### src/shared/bpcm_pkg.sv
package bpcm_pkg;
    // register indices; byte address is four times the index
    localparam logic [7:0] IDX_CTRL = 8'h29;
    localparam logic [7:0] IDX_A_EXT = 8'h2A;
    localparam logic [7:0] IDX_A_HIGH = 8'h2B;
    localparam logic [7:0] IDX_A_LOW = 8'h2C;
    localparam logic [7:0] IDX_B_EXT = 8'h2D;
    localparam logic [7:0] IDX_B_HIGH = 8'h2E;
    localparam logic [7:0] IDX_B_LOW = 8'h2F;
    localparam logic [7:0] IDX_MODE = 8'h30;
    localparam logic [7:0] IDX_STATUS = 8'h31;
    // control register fields
    localparam int CTRL_A_MASK_HI = 7;
    localparam int CTRL_A_MASK_LO = 6;
    localparam int CTRL_B_MASK_HI = 5;
    localparam int CTRL_B_MASK_LO = 4;
    localparam int CTRL_A_DIR_EN = 3;
    localparam int CTRL_A_DIR_VAL = 2;
    localparam int CTRL_B_DIR_EN = 1;
    localparam int CTRL_B_DIR_VAL = 0;
    // mode register fields
    localparam int MODE_FULL = 0;
    localparam int MODE_COMPAT = 1;
    localparam int MODE_TRACE = 2;
    // status register fields
    localparam int STAT_MATCH_A = 0;
    localparam int STAT_MATCH_B = 1;
    // widths and reset values
    localparam int EXT_W = 6;
    localparam logic [7:0] CTRL_RESET = 8'h00;
    localparam logic [7:0] MODE_RESET = 8'h00;
    localparam logic [7:0] CMP_RESET = 8'h00;
    localparam logic [31:0] DATA_ZERO = 32'h0000_0000;
endpackage

### src/shared/bpcm_cmp_if.sv
`timescale 1ns/1ns
interface bpcm_cmp_if;
    // comparator setting
    logic [5:0] ext;
    logic [7:0] high;
    logic [7:0] low;
    logic mask_hi;
    logic mask_lo;
    logic data_mode;
    logic dir_en;
    logic dir_val;
    logic active;
    // observed cpu bus
    logic [15:0] addr;
    logic [15:0] data;
    logic [5:0] page;
    logic page_sel;
    logic read;
    logic valid;
    // result
    logic match;

    modport ctrl (
        output ext, high, low, mask_hi, mask_lo, data_mode, dir_en, dir_val, active,
        output addr, data, page, page_sel, read, valid,
        input match
    );
    modport cmp (
        input ext, high, low, mask_hi, mask_lo, data_mode, dir_en, dir_val, active,
        input addr, data, page, page_sel, read, valid,
        output match
    );
endinterface // bpcm_cmp_if

### src/hdl/bpcm_comparator.sv
`timescale 1ns/1ns
module bpcm_comparator (
    // clock and reset
    input wire logic pclk,
    input wire logic presetn,
    // setting, bus and result
    bpcm_cmp_if.cmp c
);
    logic hi_use;
    logic lo_use;
    logic hi_eq;
    logic lo_eq;
    logic ext_ok;
    logic page_miss;
    logic dir_ok;
    logic match_reg;
    logic match_next;

    always_comb
    begin
        if (c.data_mode)
        begin
            // data byte masks, no extended compare
            hi_use = !c.mask_hi;
            lo_use = !c.mask_lo;
            hi_eq = (c.high == c.data[15:8]);
            lo_eq = (c.low == c.data[7:0]);
            ext_ok = 1'b1;
            page_miss = 1'b0;
        end
        else
        begin
            // mask code 1:0 keeps the high byte
            hi_use = !(c.mask_hi && c.mask_lo);
            // 0:1 drops low byte, 1:1 both
            lo_use = !c.mask_lo;
            lo_eq = (c.low == c.addr[7:0]);
            if (c.page_sel)
            begin
                hi_eq = (c.high[5:0] == c.addr[13:8]);
                ext_ok = (c.ext == c.page);
            end
            else
            begin
                hi_eq = (c.high == c.addr[15:8]);
                ext_ok = 1'b1;
            end
            // page-only compare needs a program page
            page_miss = c.mask_hi && c.mask_lo && !c.page_sel;
        end
        dir_ok = !c.dir_en || (c.read == c.dir_val);
    end

    // all unmasked parts on one cycle
    assign match_next = c.active && c.valid && ext_ok && !page_miss && dir_ok &&
        (!hi_use || hi_eq) && (!lo_use || lo_eq);

    always_ff @(posedge pclk or negedge presetn)
    begin
        if (!presetn)
            match_reg <= 1'b0;
        else
            match_reg <= match_next;
    end

    assign c.match = match_reg;
endmodule // bpcm_comparator

### src/hdl/bpcm_top.sv
// Our own choice: the APB register port.
`timescale 1ns/1ns
////////////////////////////////////////////////////////////////////////////////
// Operation
// - trace mode forces first masks to zero
// - trace mode uses second masks only full
// - page selected gives 20-bit address compare
// - no page gives 16-bit address compare
// - mask code 1:0 compares all lines
// - first mask 0:1 256 byte, 1:1 16K
// - extended compare only with program page
// - dual mode second comparator same masks
// - full mode second masks pick data bytes
// - comparator A direction enable qualifies match
// - comparator A value: 0 write, 1 read
// - comparator B direction enable and value
// - full mode ignores comparator B direction
// - compat mode compares logical page bits
// - full mode: A address, B data
module bpcm_top #(
    parameter int ADDR_W = 12
) (
    // apb clock and reset
    input wire logic pclk,
    input wire logic presetn,
    // apb slave
    input wire logic [ADDR_W-1:0] paddr,
    input wire logic psel,
    input wire logic penable,
    input wire logic pwrite,
    input wire logic [31:0] pwdata,
    output logic pready,
    output logic [31:0] prdata,
    output logic pslverr,
    // observed cpu bus
    input wire logic [15:0] cpu_addr,
    input wire logic [15:0] cpu_data,
    input wire logic [5:0] cpu_page,
    input wire logic cpu_page_sel,
    input wire logic cpu_read,
    input wire logic cpu_valid,
    // comparator results
    output logic match_a,
    output logic match_b
);
    if (ADDR_W < 8 || ADDR_W > 32)
    begin : g_check
        $error("bpcm_top: ADDR_W must lie between 8 and 32");
    end

    ////////////////////////////////////////////////////////////////////////////
    // register storage
    logic [7:0] breakpoint_mask_rw_control_reg;
    logic [7:0] mode_reg;
    logic [7:0] comp_a_extended_reg;
    logic [7:0] comp_a_high_byte_reg;
    logic [7:0] comp_a_low_byte_reg;
    logic [7:0] comp_b_extended_reg;
    logic [7:0] comp_b_high_byte_reg;
    logic [7:0] comp_b_low_byte_reg;
    logic pready_reg;
    logic pslverr_reg;
    logic [31:0] prdata_reg;

    logic [ADDR_W-3:0] full_index;
    logic [7:0] reg_index;
    logic addr_mapped;
    logic setup_phase;
    logic access_wr;
    logic compat_breakpoint_mode;
    logic trace_debug_mode;
    logic full_mode;

    bpcm_cmp_if a_if ();
    bpcm_cmp_if b_if ();

    function automatic logic is_mapped(input logic [7:0] idx);
        return (idx >= bpcm_pkg::IDX_CTRL) && (idx <= bpcm_pkg::IDX_STATUS);
    endfunction

    function automatic logic [7:0] reg_value(input logic [7:0] idx);
        logic [7:0] v;
        v = bpcm_pkg::CMP_RESET;
        unique case (idx)
            bpcm_pkg::IDX_CTRL: v = breakpoint_mask_rw_control_reg;
            bpcm_pkg::IDX_A_EXT: v = comp_a_extended_reg;
            bpcm_pkg::IDX_A_HIGH: v = comp_a_high_byte_reg;
            bpcm_pkg::IDX_A_LOW: v = comp_a_low_byte_reg;
            bpcm_pkg::IDX_B_EXT: v = comp_b_extended_reg;
            bpcm_pkg::IDX_B_HIGH: v = comp_b_high_byte_reg;
            bpcm_pkg::IDX_B_LOW: v = comp_b_low_byte_reg;
            bpcm_pkg::IDX_MODE: v = mode_reg;
            bpcm_pkg::IDX_STATUS:
            begin
                v[bpcm_pkg::STAT_MATCH_A] = a_if.match;
                v[bpcm_pkg::STAT_MATCH_B] = b_if.match;
            end
            default: v = bpcm_pkg::CMP_RESET;
        endcase
        return v;
    endfunction

    ////////////////////////////////////////////////////////////////////////////
    // apb slave: pready rises in the first access cycle
    assign full_index = paddr[ADDR_W-1:2];
    // eight index bits select the register; higher index bits must be clear or the access gets pslverr
    assign reg_index = 8'(full_index);
    assign addr_mapped = ((full_index >> 8) == '0) && is_mapped(reg_index);
    assign setup_phase = psel && !penable && !pready_reg;
    assign access_wr = psel && penable && pready_reg && pwrite && addr_mapped;

    always_ff @(posedge pclk or negedge presetn)
    begin
        if (!presetn)
            pready_reg <= 1'b0;
        else
            pready_reg <= setup_phase;
    end

    always_ff @(posedge pclk or negedge presetn)
    begin
        if (!presetn)
            pslverr_reg <= 1'b0;
        else if (setup_phase)
            pslverr_reg <= !addr_mapped;
        else
            pslverr_reg <= 1'b0;
    end

    always_ff @(posedge pclk or negedge presetn)
    begin
        if (!presetn)
            prdata_reg <= bpcm_pkg::DATA_ZERO;
        else if (setup_phase && !pwrite)
            prdata_reg <= {24'h00_0000, addr_mapped ? reg_value(reg_index) : bpcm_pkg::CMP_RESET};
    end

    always_ff @(posedge pclk or negedge presetn)
    begin
        if (!presetn)
            breakpoint_mask_rw_control_reg <= bpcm_pkg::CTRL_RESET;
        else if (access_wr && reg_index == bpcm_pkg::IDX_CTRL)
            breakpoint_mask_rw_control_reg <= pwdata[7:0];
    end

    always_ff @(posedge pclk or negedge presetn)
    begin
        if (!presetn)
            mode_reg <= bpcm_pkg::MODE_RESET;
        else if (access_wr && reg_index == bpcm_pkg::IDX_MODE)
            mode_reg <= {5'h00, pwdata[2:0]};
    end

    always_ff @(posedge pclk or negedge presetn)
    begin
        if (!presetn)
        begin
            comp_a_extended_reg <= bpcm_pkg::CMP_RESET;
            comp_a_high_byte_reg <= bpcm_pkg::CMP_RESET;
            comp_a_low_byte_reg <= bpcm_pkg::CMP_RESET;
        end
        else if (access_wr)
        begin
            if (reg_index == bpcm_pkg::IDX_A_EXT)
                comp_a_extended_reg <= {2'h0, pwdata[5:0]};
            if (reg_index == bpcm_pkg::IDX_A_HIGH)
                comp_a_high_byte_reg <= pwdata[7:0];
            if (reg_index == bpcm_pkg::IDX_A_LOW)
                comp_a_low_byte_reg <= pwdata[7:0];
        end
    end

    always_ff @(posedge pclk or negedge presetn)
    begin
        if (!presetn)
        begin
            comp_b_extended_reg <= bpcm_pkg::CMP_RESET;
            comp_b_high_byte_reg <= bpcm_pkg::CMP_RESET;
            comp_b_low_byte_reg <= bpcm_pkg::CMP_RESET;
        end
        else if (access_wr)
        begin
            if (reg_index == bpcm_pkg::IDX_B_EXT)
                comp_b_extended_reg <= {2'h0, pwdata[5:0]};
            if (reg_index == bpcm_pkg::IDX_B_HIGH)
                comp_b_high_byte_reg <= pwdata[7:0];
            if (reg_index == bpcm_pkg::IDX_B_LOW)
                comp_b_low_byte_reg <= pwdata[7:0];
        end
    end

    ////////////////////////////////////////////////////////////////////////////
    // mode: compatibility overrides trace; neither leaves both comparators off
    assign compat_breakpoint_mode = mode_reg[bpcm_pkg::MODE_COMPAT];
    assign trace_debug_mode = mode_reg[bpcm_pkg::MODE_TRACE] && !compat_breakpoint_mode;
    assign full_mode = mode_reg[bpcm_pkg::MODE_FULL];

    // page bits are taken as the core presents them, logical in compat mode
    assign a_if.addr = cpu_addr;
    assign a_if.data = cpu_data;
    assign a_if.page = cpu_page;
    assign a_if.page_sel = cpu_page_sel;
    assign a_if.read = cpu_read;
    assign a_if.valid = cpu_valid;
    assign a_if.active = compat_breakpoint_mode || trace_debug_mode;
    assign a_if.ext = comp_a_extended_reg[5:0];
    assign a_if.high = comp_a_high_byte_reg;
    assign a_if.low = comp_a_low_byte_reg;
    // comparator A always compares the address
    assign a_if.data_mode = 1'b0;
    // first masks forced clear in trace mode
    assign a_if.mask_hi = breakpoint_mask_rw_control_reg[bpcm_pkg::CTRL_A_MASK_HI] && !trace_debug_mode;
    assign a_if.mask_lo = breakpoint_mask_rw_control_reg[bpcm_pkg::CTRL_A_MASK_LO] && !trace_debug_mode;
    // direction value selects write or read
    assign a_if.dir_en = breakpoint_mask_rw_control_reg[bpcm_pkg::CTRL_A_DIR_EN];
    assign a_if.dir_val = breakpoint_mask_rw_control_reg[bpcm_pkg::CTRL_A_DIR_VAL];

    assign b_if.addr = cpu_addr;
    assign b_if.data = cpu_data;
    assign b_if.page = cpu_page;
    assign b_if.page_sel = cpu_page_sel;
    assign b_if.read = cpu_read;
    assign b_if.valid = cpu_valid;
    assign b_if.active = compat_breakpoint_mode || trace_debug_mode;
    assign b_if.ext = comp_b_extended_reg[5:0];
    assign b_if.high = comp_b_high_byte_reg;
    assign b_if.low = comp_b_low_byte_reg;
    // comparator B watches data in full mode
    assign b_if.data_mode = full_mode;
    // trace mode uses second masks in full only; dual uses address codes
    assign b_if.mask_hi = breakpoint_mask_rw_control_reg[bpcm_pkg::CTRL_B_MASK_HI] &&
        !(trace_debug_mode && !full_mode);
    assign b_if.mask_lo = breakpoint_mask_rw_control_reg[bpcm_pkg::CTRL_B_MASK_LO] &&
        !(trace_debug_mode && !full_mode);
    // full mode drops comparator B direction
    assign b_if.dir_en = breakpoint_mask_rw_control_reg[bpcm_pkg::CTRL_B_DIR_EN] && !full_mode;
    assign b_if.dir_val = breakpoint_mask_rw_control_reg[bpcm_pkg::CTRL_B_DIR_VAL];

    bpcm_comparator u_cmp_a (
        .pclk(pclk),
        .presetn(presetn),
        .c(a_if.cmp)
    );

    bpcm_comparator u_cmp_b (
        .pclk(pclk),
        .presetn(presetn),
        .c(b_if.cmp)
    );

    assign pready = pready_reg;
    assign pslverr = pslverr_reg;
    assign prdata = prdata_reg;
    assign match_a = a_if.match;
    assign match_b = b_if.match;
endmodule // bpcm_top

### config.mk
export PLATFORM = sky130hd
export DESIGN_NAME = bpcm_top
export DESIGN_NICKNAME = d
export VERILOG_FILES = /design/src/shared/bpcm_pkg.sv /design/src/shared/bpcm_cmp_if.sv /design/src/hdl/bpcm_comparator.sv /design/src/hdl/bpcm_top.sv
export SDC_FILE = /design/constraint.sdc
export NUM_CORES = 1
export LEC_CHECK = 0
export ABC_CLOCK_PERIOD_IN_PS = 4800
export BUFFER_PORTS_ARGS = -buffer_cell sky130_fd_sc_hd__buf_2
export CAP_MARGIN = 20
export CORE_MARGIN = 3
export CORE_UTILIZATION = 57
export CTS_BUF_LIST = sky130_fd_sc_hd__clkbuf_4 sky130_fd_sc_hd__clkbuf_8 sky130_fd_sc_hd__clkbuf_16
export CTS_CLUSTER_DIAMETER = 80
export DETAILED_ROUTE_END_ITERATION = 10
export PLACE_DENSITY = 0.87
export SYNTH_ARGS = -nofsm -noshare
export SYNTH_HDL_FRONTEND = slang
export SYNTH_HIERARCHICAL = 1
export SYNTH_SLANG_ARGS = --single-unit
### constraint.sdc
create_clock -name pclk -period 4.8 [get_ports pclk]
set_clock_uncertainty 0.15 [all_clocks]
set_input_delay 0.96 -clock pclk [delete_from_list [all_inputs] [get_ports pclk]]
set_output_delay 0.96 -clock pclk [all_outputs]
set_load 0.01 [all_outputs]
# [Word level (Yosys, flattened, before mapping)]
# Index checks and enable logic that the tools add are counted.
[word_totals] inputBits=90 wordCells=112 out_inout_bits=36 ff_bits=67
[classes] n_reduce_logical=63 magnitude_cmp=2 muxes=13 eq_ne=21
[ops] op="$eq A8 B6 Y1 const B" count=9
[ops] op="$eq A8 B8 Y1" count=6
[ops] op="$pmux W6 S8" count=1
[ops] op="$logic_and A1 B1 Y1" count=33
[ops] op="$eq A6 B6 Y1" count=4
[ops] op="$pmux W2 S9" count=1
[ops] op="$logic_not A1 Y1" count=16
[ops] op="$reduce_and A2 Y1" count=6
[ops] op="$logic_not A10 Y1" count=1
[ops] op="$mux W1" count=10
[ops] op="$ge A8 B6 Y1 const B" count=1
[ops] op="$le A8 B6 Y1 const B" count=1
[ops] op="$mux W8" count=1
[ops] op="$logic_or A1 B1 Y1" count=7
[ops] op="$eq A1 B1 Y1" count=2

# [Longest topological paths before layout]
[logic_depth] word_depth=13 depth_mapped=7 mapped_depth_nobuf=7

# [By module]
# The synthesis kept the hierarchy.
[modules_own_cells] mod="bpcm_top" n_inst=1 cells_per_inst=274 seq_area_each_um2=1626.6 area_each_um2=3349.5
[modules_own_cells] mod="bpcm_comparator" n_inst=2 cells_per_inst=58 seq_area_each_um2=25.0 area_each_um2=495.5

# [Worst setup path before layout]
# OpenSTA, ideal clock, no wires.
[synth_timing] path_kind="input port to flip-flop" startpoint="in paddr[9]" endpoint="reg comp_b_extended_reg[0]" slack_ns=1.964 t_arrival_ns=2.562 t_required_ns=4.525 stages=5 setup_time_ns=0.125 n_path_buf=1 cell_sequence="or3b_1 > clkbuf_2 > nor4_4 > nand3_1 > mux2_2"
[synth_between] elab_chain_len=5 elab_cells_between_ends=7 cone_classes="order compare (2); eq/ne (1); reduce/logical (4)"
[synth_rtl] element="start, declared" line="bpcm_top.sv:27" text="input wire logic [ADDR_W-1:0] paddr,"
[synth_rtl] element="$ge A8 B6 Y1 or $le A8 B6 Y1 (tied branches)" line="bpcm_top.sv:78" text="return (idx >= bpcm_pkg::IDX_CTRL) && (idx <= bpcm_pkg::IDX_STATUS);"
[synth_rtl] element="$logic_and A1 B1 Y1" line="bpcm_top.sv:78"
[synth_rtl] element="$logic_and A1 B1 Y1" line="bpcm_top.sv:108" text="assign addr_mapped = ((full_index >> 8) == '0) && is_mapped(reg_index);"
[synth_rtl] element="$logic_and A1 B1 Y1" line="bpcm_top.sv:110" text="assign access_wr = psel && penable && pready_reg && pwrite && addr_mapped;"
[synth_rtl] element="$reduce_and A2 Y1 (no source line) (*)"
[synth_rtl] element="end signal, assigned" line="bpcm_top.sv:177" text="comp_b_extended_reg <= bpcm_pkg::CMP_RESET;"
[synth_rtl] element="end signal, assigned" line="bpcm_top.sv:184" text="comp_b_extended_reg <= {2'h0, pwdata[5:0]};"
[synth_rtl] element="end, declared" line="bpcm_top.sv:58" text="logic [7:0] comp_b_extended_reg;"
# Mark *: on every way between the ends. The rest lies on a longest branch, timed or not.
# A chain may end at the register's enable or synchronous reset.

# [Worst setup path in the final report]
[layout_timing] startpoint="in paddr[9]" endpoint="reg comp_a_low_byte_reg[0] (netlist: a_if.low[0])"
[layout_between] elab_chain_len=5 elab_cells_between_ends=7 cone_classes="order compare (2); eq/ne (1); reduce/logical (4)"
[layout_rtl] element="$ge A8 B6 Y1 or $le A8 B6 Y1 (tied branches)" line="bpcm_top.sv:78"
[layout_rtl] element="$logic_and A1 B1 Y1" line="bpcm_top.sv:78"
[layout_rtl] element="$logic_and A1 B1 Y1" line="bpcm_top.sv:108"
[layout_rtl] element="$logic_and A1 B1 Y1" line="bpcm_top.sv:110"
[layout_rtl] element="$reduce_and A2 Y1 (no source line) (*)"
[layout_rtl] element="end signal, assigned" line="bpcm_top.sv:160" text="comp_a_low_byte_reg <= bpcm_pkg::CMP_RESET;"
[layout_rtl] element="end signal, assigned" line="bpcm_top.sv:169" text="comp_a_low_byte_reg <= pwdata[7:0];"
[layout_rtl] element="end, declared" line="bpcm_top.sv:57" text="logic [7:0] comp_a_low_byte_reg;"
# Marked as above.

==> results_dict.tcl <==
set metrics [dict create \
    placedCellCount 557 \
    timing.hold.worst.start "prdata[6]" \
    worst-r2r-setup-slack_ns 2.38 \
    syn_to_final_growth_pct 13.3 \
    worst_hold_check_path_type "reg -> reg" \
    hold-path-endpoint "prdata[6]" \
    synthesis.area_per_instance_um2 11.1 \
    final-instance-count-excl-fill 573 \
    final_worst_path_period_need_ns 3.18 \
    die_width_um 93.3 \
    synth-edff-count 0 \
    critical_path.reg2reg.endpoint "prdata[7]" \
    cp-start-kind "input port" \
    num_antenna_cells 0 \
    worstHoldPathCells 2 \
    finalHoldViolations 0 \
    timing.max_slew.rel_slack_pct 44.2 \
    global_route_wire_length_before_repair_mm 18.6 \
    clock_insertion_delay_worst_skew_ns 0.35 \
    leakage_uw 0.00232 \
    final_min_period_over_clock_period_pct 66.2 \
    max-cap-violations 0 \
    die_area_um2 8700 \
    reg2reg_depth 4 \
    number_of_core_rows 31 \
    num-nets-final 559 \
    layout_common_cells "75 x buf_2, 67 x dfrtp_1, 58 x mux2_2, 36 x xnor2_1" \
    global_route.overflow_total 0 \
    drt-vias-per-instance 6.38 \
    synth_cell_types 50 \
    hpwl_mm 8.55 \
    worst_ir_drop_vdd_uv 234 \
    run_status "finished clean" \
    tritoncts_num_sinks 67 \
    setup-violations-final 0 \
    required_time_of_the_worst_setup_path_ns 4.88 \
    die_y_um 93.3 \
    synth-main-ff-cell "dfrtp_1" \
    syn_std_cell_area_um2 4340 \
    power.density_nw_per_um2 241 \
    cts_tree "done" \
    worst_margin_pin_slew_ns 0.837 \
    yosysWarnings 6 \
    path_clk_slew_ns 0.07 \
    holdBufCountCts 0 \
    cts_made_buffers 9 \
    timing.critical_path.fanout_max 15 \
    postSynthCellCount 390 \
    yosysSeqAreaShare_pct 38.6 \
    port-buffer-count 75 \
    cts_htree_levels 3 \
    criticalPathCategory "in -> reg" \
    first_global_vias 3535 \
    drc_errors 0 \
    async_flop_share_pct 100 \
    clock_path_buffers 2 \
    detail_route.iter0.violations 412 \
    finalCoreUtilization_pct 67.1 \
    largest_net_degree_at_the_start_of_global_routing 40 \
    antenna_found_initial 0 \
    layout_commonest_cell "buf_2" \
    groute.usage.overall_pct 28.0 \
    final_layout_size_suffix_gt1_share_pct 34.8 \
    grt_setup_unrepaired "false" \
    cts_setup_buffers 0 \
    final.setup.tns_ns 0 \
    routed-via-count 3656 \
    clock_tree.root_cell "clkbuf_8" \
    final.fill_count 560 \
    final_estimated_routing_congestion_in_global_placement 0.914 \
    area.sequential_um2 1680 \
    drtAntennaViolNets 0 \
    fmaxAchievable_mhz 315 \
    timing.final.max_slew_violations 0 \
    floorplan.initialDensity_pct 59.2 \
    multi_input_logic_area_um2 2500 \
    floorplan_core_area_um2 7330 \
    yosys_register_bits 67 \
    io_pins 126 \
    post_cts.resized_instances 0 \
    finalWirelength_mm 11.8 \
    drt-pass1-iter-count 6 \
    avgRoutedWirePerCell_um 20.6 \
    worst_ep_arrival_time_ns 3.26 \
    rr_startpoint "pready" \
    cp-end-kind "register" \
]
==> cell families after synthesis <==
kind of cell	synth area share, %
flops	38.6
mux	21.3
simple gates	11.6
buf+inv	5.91
compound gates	9.97
xor+xnor	12.5
other cells	0.0864
==> power by group <==
| group | switching [uW] | total [uW] | internal, uW |
|---|---|---|---|
| logic | 92.3 | 145 | 52.8 |
| clock network | 217 | 475 | 257 |
| registers | 0.767 | 566 | 565 |
==> cells in the mapped netlist (all sizes together) (2+ instances only) <==
library cell / number / area share (%)
dfrtp: 67 / 39
mux2: 58 / 15
xnor2: 36 / 7.3
buf: 28 / 4.8
mux2i: 27 / 6.2
xor2: 26 / 5.2
nor4: 15 / 2.5
nand2: 12 / 1.0
nand4: 9 / 1.6
clkbuf: 8 / 0.72
nand3: 8 / 1.4
nor2: 8 / 0.69
o21ai: 7 / 0.81
a21oi: 6 / 0.69
a22oi: 6 / 1.0
a32oi: 6 / 1.2
nor3: 6 / 0.69
a22o: 5 / 1.0
a222oi: 4 / 0.92
inv: 4 / 0.35
nand2b: 4 / 0.58
a211oi: 3 / 0.75
a21boi: 3 / 0.52
and2: 3 / 0.43
nor2b: 3 / 0.43
a221oi: 2 / 0.40
nand4bb: 2 / 0.52
nor4b: 2 / 0.40
o21a: 2 / 0.35
o221ai: 2 / 0.40
o22ai: 2 / 0.29
o2bb2ai: 2 / 0.40
o31ai: 2 / 0.35
o41ai: 2 / 0.40
or4b: 2 / 0.46
==> worst max-delay path: stages <==
cell and delay, ns:
buf_2 0.11, or3b_1 0.63, nor4_4 0.71, nand4_2 0.44
mux2_2 0.41
==> area by class of cell <==
cell class	count	area share [%]
multi-input combinational	309	51.0
sequential	67	34.1
timing repair buffer	78	8.09
clock buffer	11	2.95
tap	99	2.52
clock inverter	5	1.07
inverter	4	0.305
==> per-stage QoR <==
stage / total power [uW] / hold WS [ns] / cell area (um2) / setup slack, ns
global placement: 712 / 0.316 / 4720 / 1.37
detailed placement: 717 / 0.328 / 4720 / 1.34
CTS: 1180 / 0.350 / 4920 / 1.67
finish: 1190 / 0.352 / 4920 / 1.62
floorplan: 663 / 0.340 / 4440 / 1.96
global route: 1220 / 0.378 / 4920 / 1.50
==> metal layers <==
layer / vias to the layer above / GRT usage [%] / wire (um)
met2: 261 / 44.7 / 5560
met4: 0 / 11.4 / 445
met3: 43 / 4.75 / 1250
li1: 1576 / - / -
met1: 1776 / 37.9 / 4540
met5: - / 0 / 0
==> worst max-delay path by stage <==
stage                     startpoint                     end  cells past startpoint
after detailed placement    paddr[9]             a_if.low[1]                      5
after CTS                   paddr[9]             a_if.low[0]                      5
final                       paddr[9]             a_if.low[0]                      5
after global placement      paddr[9]             a_if.low[4]                      5
after global routing        paddr[9]             a_if.low[0]                      5
after floorplan             paddr[9]  comp_b_extended_reg[0]                      5
Note: power is estimated with default switching activity, not from simulation.
